**config.mk**
```make
export PLATFORM = sky130hd
export DESIGN_NAME = ulsf_line_status
export DESIGN_NICKNAME = d
export VERILOG_FILES = /design/src/hdl/ulsf_pkg.sv /design/src/hdl/ulsf_line_status.sv /design/src/hdl/ulsf_rx_fifo.sv
export SDC_FILE = /design/constraint.sdc
export NUM_CORES = 1
export LEC_CHECK = 0
export CAP_MARGIN = 20
export CORE_UTILIZATION = 55
export CTS_CLUSTER_DIAMETER = 30
export DETAILED_ROUTE_END_ITERATION = 10
export DONT_BUFFER_PORTS = 1
export GPL_TIMING_DRIVEN = 0
export PLACE_DENSITY = 0.7
export SYNTH_ARGS = -nofsm -noshare
export SYNTH_HDL_FRONTEND = slang
export SYNTH_SLANG_ARGS = --single-unit
```
**constraint.sdc**
```tcl
create_clock -name clk_sys -period 4 [get_ports clk_sys]
set_input_delay 0.4 -clock clk_sys [delete_from_list [all_inputs] [get_ports clk_sys]]
set_output_delay 0.4 -clock clk_sys [all_outputs]
set_load 0.01 [all_outputs]
```
**src/hdl/ulsf_pkg.sv**
```systemverilog
package ulsf_pkg;
  // Register offsets (byte addresses on the plain register port)
  localparam logic [31:0] OFS_SCRATCH      = 32'h5000111C;
  localparam logic [31:0] OFS_LINE_STATUS  = 32'h50001114;
  localparam logic [31:0] OFS_LINE_CONTROL = 32'h5000110C;
  localparam logic [31:0] OFS_FIFO_CONTROL = 32'h50001108;
  localparam logic [31:0] OFS_RX_BUFFER    = 32'h50001100;

  // Line status field positions
  localparam int BIT_DATA_READY  = 0;
  localparam int BIT_OVERRUN     = 1;
  localparam int BIT_PARITY_ERR  = 2;
  // Control field positions
  localparam int BIT_PARITY_EN   = 3;
  localparam int BIT_FIFO_EN     = 0;

  localparam int REG_W           = 16;
  localparam int CHAR_W          = 8;
  localparam int FIFO_DEPTH      = 16;

  localparam logic [7:0]  RST_SCRATCH = 8'h00;
  localparam logic [7:0]  RST_CONTROL = 8'h00;
  localparam logic [15:0] RD_ZERO     = 16'h0000;
endpackage

```
**src/hdl/ulsf_line_status.sv**
```systemverilog
// Our own choice: the strobed register port.
`timescale 1ns/100ps
module ulsf_line_status
  import ulsf_pkg::*;
#(
  parameter int DEPTH = FIFO_DEPTH
)
(
  input  wire logic                clk_sys,
  input  wire logic                resetn,
  input  wire logic [31:0]         reg_addr,
  input  wire logic [REG_W-1:0]    reg_wdata,
  input  wire logic                reg_wr,
  input  wire logic                reg_rd,
  output logic      [REG_W-1:0]    reg_rdata,
  input  wire logic                rx_char_valid,
  input  wire logic [CHAR_W-1:0]   rx_char_data,
  input  wire logic                rx_char_parity_bad,
  output logic                     rx_data_ready_flag,
  output logic                     parity_error_flag,
  output logic                     overrun_flag,
  output logic                     fifo_mode
);
  logic [7:0]        scratch_ff;
  logic [7:0]        nxt_scratch;
  logic [7:0]        line_ctl_ff;
  logic [7:0]        nxt_line_ctl;
  logic [7:0]        fifo_ctl_ff;
  logic [7:0]        nxt_fifo_ctl;
  logic [CHAR_W-1:0] rx_hold_ff;
  logic [CHAR_W-1:0] nxt_rx_hold;
  logic              hold_full_ff;
  logic              nxt_hold_full;
  logic              pe_ff;
  logic              nxt_pe;
  logic              oe_ff;
  logic              nxt_oe;
  logic              head_seen_ff;
  logic              nxt_head_seen;
  logic [REG_W-1:0]  rdata_ff;
  logic [REG_W-1:0]  nxt_rdata;
  logic              fifo_en;
  logic              fifo_en_prev_ff;
  logic              nxt_fifo_en_prev;
  logic              fifo_flush;
  logic              wr_scratch;
  logic              wr_line_ctl;
  logic              wr_fifo_ctl;
  logic              rd_scratch;
  logic              rd_line_ctl;
  logic              rd_fifo_ctl;
  logic              rd_status;
  logic              rd_rxbuf;
  logic              char_pe;
  logic              f_push;
  logic              f_pop;
  logic [CHAR_W:0]   f_head;
  logic              f_empty;
  logic              f_full;
  logic              head_pe_event;
  logic              head_pe_new;
  logic              data_ready;
  logic [CHAR_W-1:0] rx_char_out;

  // Offset match, shared by every write and read decode
  function automatic logic hit(input logic [31:0] a, input logic [31:0] o);
    hit = (a == o);
  endfunction

  assign fifo_en    = fifo_ctl_ff[BIT_FIFO_EN];
  assign fifo_mode  = fifo_en;
  // Toggling FIFO mode empties both holding stages, so a character
  // taken in one mode is never reported under the other
  assign fifo_flush = fifo_en != fifo_en_prev_ff;

  assign wr_scratch  = reg_wr && hit(reg_addr, OFS_SCRATCH);
  assign wr_line_ctl = reg_wr && hit(reg_addr, OFS_LINE_CONTROL);
  assign wr_fifo_ctl = reg_wr && hit(reg_addr, OFS_FIFO_CONTROL);
  assign rd_scratch  = reg_rd && hit(reg_addr, OFS_SCRATCH);
  assign rd_line_ctl = reg_rd && hit(reg_addr, OFS_LINE_CONTROL);
  assign rd_fifo_ctl = reg_rd && hit(reg_addr, OFS_FIFO_CONTROL);
  assign rd_status   = reg_rd && hit(reg_addr, OFS_LINE_STATUS);
  assign rd_rxbuf    = reg_rd && hit(reg_addr, OFS_RX_BUFFER);

  assign char_pe = rx_char_parity_bad && line_ctl_ff[BIT_PARITY_EN];

  // full FIFO refuses the push, contents kept
  assign f_push = fifo_en && rx_char_valid && !f_full;
  assign f_pop  = fifo_en && rd_rxbuf && !f_empty;

  ulsf_rx_fifo #(
    .WIDTH (CHAR_W + 1),
    .DEPTH (DEPTH)
  ) u_fifo (
    .clk_sys   (clk_sys),
    .resetn    (resetn),
    .flush     (fifo_flush),
    .push      (f_push),
    .push_data ({char_pe, rx_char_data}),
    .pop       (f_pop),
    .head_data (f_head),
    .empty     (f_empty),
    .full      (f_full)
  );

  // tag surfaces when its character becomes the head
  assign head_pe_event = fifo_en && !f_empty && f_head[CHAR_W];
  // A head is reported once; a later status read must not see it again
  assign head_pe_new   = head_pe_event && !head_seen_ff;

  assign data_ready  = fifo_en ? !f_empty : hold_full_ff;
  assign rx_char_out = fifo_en ? f_head[CHAR_W-1:0] : rx_hold_ff;

  // scratch byte is pure storage, read by nothing else
  always_comb
  begin
    nxt_scratch  = scratch_ff;
    nxt_line_ctl = line_ctl_ff;
    nxt_fifo_ctl = fifo_ctl_ff;
    if (wr_scratch)
      nxt_scratch = reg_wdata[7:0];
    if (wr_line_ctl)
      nxt_line_ctl = reg_wdata[7:0];
    if (wr_fifo_ctl)
      nxt_fifo_ctl = reg_wdata[7:0];
  end

  always_ff @(posedge clk_sys or negedge resetn)
  begin
    if (!resetn)
    begin
      scratch_ff  <= RST_SCRATCH;
      line_ctl_ff <= RST_CONTROL;
      fifo_ctl_ff <= RST_CONTROL;
    end
    else
    begin
      scratch_ff  <= nxt_scratch;
      line_ctl_ff <= nxt_line_ctl;
      fifo_ctl_ff <= nxt_fifo_ctl;
    end
  end

  // Previous mode, compared against the current one to detect a toggle
  always_comb
  begin
    nxt_fifo_en_prev = fifo_en;
  end

  always_ff @(posedge clk_sys or negedge resetn)
  begin
    if (!resetn)
      fifo_en_prev_ff <= 1'h0;
    else
      fifo_en_prev_ff <= nxt_fifo_en_prev;
  end

  // Single holding stage used only outside FIFO mode
  always_comb
  begin
    nxt_rx_hold   = rx_hold_ff;
    nxt_hold_full = hold_full_ff;
    // buffer read empties the holding stage
    if (!fifo_en && rd_rxbuf)
      nxt_hold_full = 1'h0;
    if (fifo_flush)
      nxt_hold_full = 1'h0;
    else if (!fifo_en && rx_char_valid)
    begin
      nxt_rx_hold   = rx_char_data;
      nxt_hold_full = 1'h1;
    end
  end

  always_ff @(posedge clk_sys or negedge resetn)
  begin
    if (!resetn)
    begin
      rx_hold_ff   <= '0;
      hold_full_ff <= 1'h0;
    end
    else
    begin
      rx_hold_ff   <= nxt_rx_hold;
      hold_full_ff <= nxt_hold_full;
    end
  end

  // Sticky error flags; every set below follows the clear, so a set
  // in the cycle of a status read survives it
  always_comb
  begin
    nxt_pe        = pe_ff;
    nxt_oe        = oe_ff;
    nxt_head_seen = head_seen_ff;

    if (rd_status)
    begin
      nxt_pe = 1'h0;
      nxt_oe = 1'h0;
    end

    if (!fifo_flush && !fifo_en && rx_char_valid)
    begin
      if (hold_full_ff && !rd_rxbuf)
        nxt_oe = 1'h1;
      // Non-FIFO parity error shows as soon as received
      if (char_pe)
        nxt_pe = 1'h1;
    end

    if (!fifo_flush && fifo_en && rx_char_valid && f_full)
      nxt_oe = 1'h1;

    // an error event outranks the clear
    // parity error set from the FIFO head tag
    if (head_pe_new)
      nxt_pe = 1'h1;

    // A new head gets its own chance to report
    if (f_pop || fifo_flush)
      nxt_head_seen = 1'h0;
    else if (head_pe_event)
      nxt_head_seen = 1'h1;
  end

  always_ff @(posedge clk_sys or negedge resetn)
  begin
    if (!resetn)
    begin
      pe_ff        <= 1'h0;
      oe_ff        <= 1'h0;
      head_seen_ff <= 1'h0;
    end
    else
    begin
      pe_ff        <= nxt_pe;
      oe_ff        <= nxt_oe;
      head_seen_ff <= nxt_head_seen;
    end
  end

  // Read data stands for one cycle only, zero otherwise
  always_comb
  begin
    nxt_rdata = RD_ZERO;
    if (rd_scratch)
      nxt_rdata = {8'h00, scratch_ff};
    else if (rd_line_ctl)
      nxt_rdata = {8'h00, line_ctl_ff};
    else if (rd_fifo_ctl)
      nxt_rdata = {8'h00, fifo_ctl_ff};
    else if (rd_rxbuf)
      nxt_rdata = {8'h00, rx_char_out};
    else if (rd_status)
    begin
      // report flags as held before the clear
      nxt_rdata[BIT_DATA_READY] = data_ready;
      nxt_rdata[BIT_OVERRUN]    = oe_ff;
      nxt_rdata[BIT_PARITY_ERR] = pe_ff;
    end
  end

  always_ff @(posedge clk_sys or negedge resetn)
  begin
    if (!resetn)
      rdata_ff <= RD_ZERO;
    else
      rdata_ff <= nxt_rdata;
  end

  assign reg_rdata          = rdata_ff;
  assign rx_data_ready_flag = data_ready;
  assign parity_error_flag  = pe_ff;
  assign overrun_flag       = oe_ff;
endmodule

```
**src/hdl/ulsf_rx_fifo.sv**
```systemverilog
`timescale 1ns/100ps
// Receive FIFO holding each character with its parity-error tag
module ulsf_rx_fifo
  import ulsf_pkg::*;
#(
  parameter int WIDTH = CHAR_W + 1,
  parameter int DEPTH = FIFO_DEPTH
)
(
  input  wire logic             clk_sys,
  input  wire logic             resetn,
  input  wire logic             flush,
  input  wire logic             push,
  input  wire logic [WIDTH-1:0] push_data,
  input  wire logic             pop,
  output logic      [WIDTH-1:0] head_data,
  output logic                  empty,
  output logic                  full
);
  localparam int AW = $clog2(DEPTH);

  logic [WIDTH-1:0] mem [DEPTH];
  logic [AW-1:0]    wr_ff;
  logic [AW-1:0]    rd_ff;
  logic [AW:0]      cnt_ff;
  logic [AW-1:0]    nxt_wr;
  logic [AW-1:0]    nxt_rd;
  logic [AW:0]      nxt_cnt;
  logic             do_push;
  logic             do_pop;

  assign empty     = (cnt_ff == '0);
  assign full      = (cnt_ff == (AW+1)'(DEPTH));
  assign head_data = mem[rd_ff];

  always_comb
  begin
    do_push = push && !full;
    do_pop  = pop && !empty;
    nxt_wr  = wr_ff;
    nxt_rd  = rd_ff;
    nxt_cnt = cnt_ff;
    if (flush)
    begin
      nxt_wr  = '0;
      nxt_rd  = '0;
      nxt_cnt = '0;
    end
    else
    begin
      if (do_push)
        nxt_wr = (wr_ff == AW'(DEPTH-1)) ? '0 : wr_ff + 1'h1;
      if (do_pop)
        nxt_rd = (rd_ff == AW'(DEPTH-1)) ? '0 : rd_ff + 1'h1;
      if (do_push && !do_pop)
        nxt_cnt = cnt_ff + 1'h1;
      else if (do_pop && !do_push)
        nxt_cnt = cnt_ff - 1'h1;
    end
  end

  always_ff @(posedge clk_sys or negedge resetn)
  begin
    if (!resetn)
    begin
      wr_ff  <= '0;
      rd_ff  <= '0;
      cnt_ff <= '0;
    end
    else
    begin
      wr_ff  <= nxt_wr;
      rd_ff  <= nxt_rd;
      cnt_ff <= nxt_cnt;
    end
  end

  // Storage carries no reset; contents are qualified by the count
  always_ff @(posedge clk_sys)
  begin
    if (do_push && !flush)
      mem[wr_ff] <= push_data;
  end
endmodule

```
==> results.yml <==
sta:
  drv_slew: 0
  hold_violations: 0
  fmax_ghz: 0.285
  fin_ws_ps: 495
  max_slew.worst_pin.slew_ps: 663
  setup-tns-final_ps: 0
  period_needed_ps: 3510
  min_period_over_period_pct: 87.6
  setup-violations-final: 0
  clock_skew_ps: 19.3
  slew_headroom_pct: 55.8
  rsz0062_at_grt: "false"
yosys:
  ys.flop_type: "edfxtp_1"
  ys_async_sr_fraction_pct: 28.7
  syn_inst: 569
  yosysUniqueCellTypes: 64
  synth_top_area_share_pct: 48.2
  avgSynthCellArea_sq_um: 15.8
  yosysTopAreaCell: "edfxtp_1"
  synth-seq-area-share_pct: 64.4
  synthTopCellsByArea: "edfxtp_1 (48%), dfrtp_1 (16%), mux4_2 (8.5%)"
  ys_warn_count: 0
  synth-edff-count: 144
  syn_area_sq_um: 8970
  ys_ff_latch: 202
global_routing:
  grt_max_degree: 59
  antenna_found_initial: 4
  grt-ovfl-total: 0
  grt_pass1_vias: 5388
  grt_pass1_wl_mm: 31.0
  grt_util_all_layers_pct: 25.7
setup_path:
  slowest_stage: "or4_4"
  end_kind: "register"
  critPathKind: "register to register"
  worstPathRequired_ps: 4420
  ff2ff_setup_slack_ps: 490
  worstPathArrival_ps: 3930
  cp_max_fo: 10
  crit_path_start_kind: "register"
  slowest_delay_ps: 560
  cp_cell_sequence: "or4_4, o21a_1, nand4_2, buf_6, buf_4, nand2_1, fa_1, a21o_1, a21oi_1, nand2_1, or4_1, nand4_1"
  path_common_cell: "nand2_1"
power:
  clkPwrFrac_pct: 56.7
  pwr-share-seq_pct: 41.7
  power_switching_mw: 1.10
  p_leak_nw: 4.06
  power.density_nw_per_um2: 508
  combPwrFrac_pct: 1.6
  p_sw_share_pct: 20.2
  peakVddDrop_mv: 0.534
  p_total_mw: 5.42
  internal_power_mw: 4.32
clocking:
  cts-root-buf: "clkbuf_16"
  post_cts_buffers: 0
  path_clk_slew_ps: 50
  cts.sinks: 202
  cts_made_buffers: 37
  htree_levels: 2
  cts_max_path_buffers: 3
  clk_latency_ps: 510
  cts_tree: "done"
place:
  placed_cells: 792
  port_buffers: 0
  hpwlAfterDp_mm: 13.1
  place_congestion: 0.796
  pre_cts_ws_ps: 569
worst_hold_path:
  hp-class: "input port to register"
detailed_routing:
  via_per_inst: 6.10
  wl_mm: 20.5
  routedWlPerCell_um: 23.4
  drc: 0
  drt_iter0_drc: 417
  ant_nets: 0
  vias: 5332
  first_pass_iters: 5
floorplanning:
  dieArea_sq_um: 16800
  start_util_pct: 56.5
  rows: 46
  num_io_pins: 82
  core_area_sq_um: 15900
  die_x_um: 130
  die_y_um: 130
flow_run:
  maxCapViolations: 0
cells_and_area:
  multiInputGateArea_sq_um: 2910
  post_layout_nonfiller_instances: 874
  area_delta_synth_final_pct: 18.8
  fin_nets: 699
  drive_gt1_share_pct: 26.4
  seqCellArea_sq_um: 5780
  num-fill-cells: 1098
outcome:
  status: "finished clean"
==> metal layers <==
| layer | up-vias | share of wire [%] | track usage (%) |
|---|---|---|---|
| li1 | 2377 | - | - |
| met1 | 2703 | 41 | 32.1 |
| met2 | 216 | 48 | 42.4 |
| met3 | 36 | 8.5 | 7.95 |
| met4 | 0 | 2.1 | 9.64 |
| met5 | - | 0 | 0 |
==> synth_stat cells, types with 3 or more instances <==
cell type	instances
edfxtp_1	144
dfrtp_1	58
mux2_2	36
mux4_2	34
and3_1	26
a21oi_1	24
nor2_1	23
nand2_1	21
mux2i_1	19
buf_4	17
clkbuf_1	11
ha_1	11
inv_1	11
nand3_1	9
nor3_1	8
o22ai_1	8
and4_1	7
buf_6	6
o21ai_0	6
buf_2	5
o21bai_1	5
a221o_1	4
a311o_1	4
nand4_1	4
nor4_1	4
o311ai_0	4
a2111oi_0	3
a211oi_1	3
a21o_1	3
nor2b_1	3
o2bb2ai_1	3
or2_2	3
==> flip-flops by register name, summed over array words and instances (netlist names) <==
register / flops
fifo_ctl_ff: 8
line_ctl_ff: 8
reg_rdata: 8
parity_error_flag: 1
overrun_flag: 1
scratch_ff: 8
rx_hold_ff: 8
u_fifo.mem: 144
u_fifo.cnt_ff: 5
fifo_en_prev_ff: 1
hold_full_ff: 1
u_fifo.rd_ff: 4
u_fifo.wr_ff: 4
head_seen_ff: 1
==> final cells by class <==
cell class                 instances  share of cell area, %
antenna                            6                  0.141
clock buffer                      45                   9.65
inverter                          11                  0.387
clock inverter                    21                   2.11
tap                              216                   2.54
timing repair buffer              10                   1.10
sequential                       202                   54.2
buffer                            41                   2.52
multi-input combinational        322                   27.3
==> cells in the final DEF, fill, tap and decap left out, types with 4 or more instances in the layout <==
cell,synthesis,layout
nand3_1,9,9
inv_1,11,11
clkinvlp_4,0,5
ha_1,11,11
and4_1,7,7
conb_1,1,8
clkbuf_1,11,14
edfxtp_1,144,144
clkinv_4,0,6
diode_2,0,6
clkbuf_16,0,39
and3_1,26,26
mux2_2,36,36
buf_6,6,6
dlygate4sd3_1,0,9
mux4_2,34,34
a311o_1,4,4
mux2i_1,19,19
a221o_1,4,4
nand2_1,21,21
nor3_1,8,8
dfrtp_1,58,58
nand4_1,4,4
nor2_1,23,23
buf_4,17,17
o22ai_1,8,8
buf_2,5,5
a21oi_1,24,24
nor4_1,4,4
o311ai_0,4,4
o21bai_1,5,5
o21ai_0,6,6
==> power groups by stage <==
| stage | clock, mW | sequential, mW | combinational [mW] |
|---|---|---|---|
| final | 3.07 | 2.26 | 0.0862 |
| after global placement | 0 | 2.30 | 0.0458 |
| after CTS | 3.11 | 2.26 | 0.0859 |
| after detailed placement | 0 | 2.30 | 0.0464 |
| after floorplan | 0 | 2.30 | 0.0398 |
| after global routing | 3.20 | 2.26 | 0.0951 |
==> repair_timing <==
action,CTS,global route
endpoints found under the hold margin,186,0
resized for setup,0,0
hold buffers,10,0
==> metrics by stage <==
step / instance area (sq um) / utilization, % / hold slack (ps)
6_report: 10700 / 67.1 / 26.5
5_1_grt: 10600 / 67.0 / 9.29
4_1_cts: 10600 / 67.0 / 10.9
3_5_place_dp: 9270 / 58.4 / 106
3_3_place_gp: 9270 / 58.4 / 106
2_1_floorplan: 9000 / - / 104
==> worst max-delay path, delay by kind of cell, from the launching register on <==
| kind | cells | cell delay, ps |
|---|---|---|
| adder cells (fa/ha/maj) | 1 | 470 |
| AO/OA/AOI/OAI | 3 | 660 |
| buffers and inverters | 2 | 370 |
| flip-flops | 1 | 440 |
| AND/OR/NAND/NOR | 6 | 1480 |
==> worst paths after layout <==
kind	start	end	depth (start not counted)
max in group asynchronous	resetn	u_fifo.wr_ff[1]	2
max reg2reg	u_fifo.cnt_ff[1]	u_fifo.cnt_ff[4]	12
min in group asynchronous	resetn	fifo_ctl_ff[1]	2
max	u_fifo.cnt_ff[1]	u_fifo.cnt_ff[4]	12
min reg2reg	line_ctl_ff[7]	line_ctl_ff[7]	1
min	rx_char_data[6]	rx_hold_ff[6]	2
==> kinds of logic after synthesis <==
group	Yosys count	share of synthesized area [%]
AOI/OAI and AO/OA	81	6.32
xor gates and xnor gates	3	0.293
adders and majority gates	12	1.76
buffers and inverters	52	3.46
DFF	202	64.4
muxes	89	15.2
other	1	0.0418
and+or+nand+nor	129	8.60
Power figures use the tool's default switching activity.
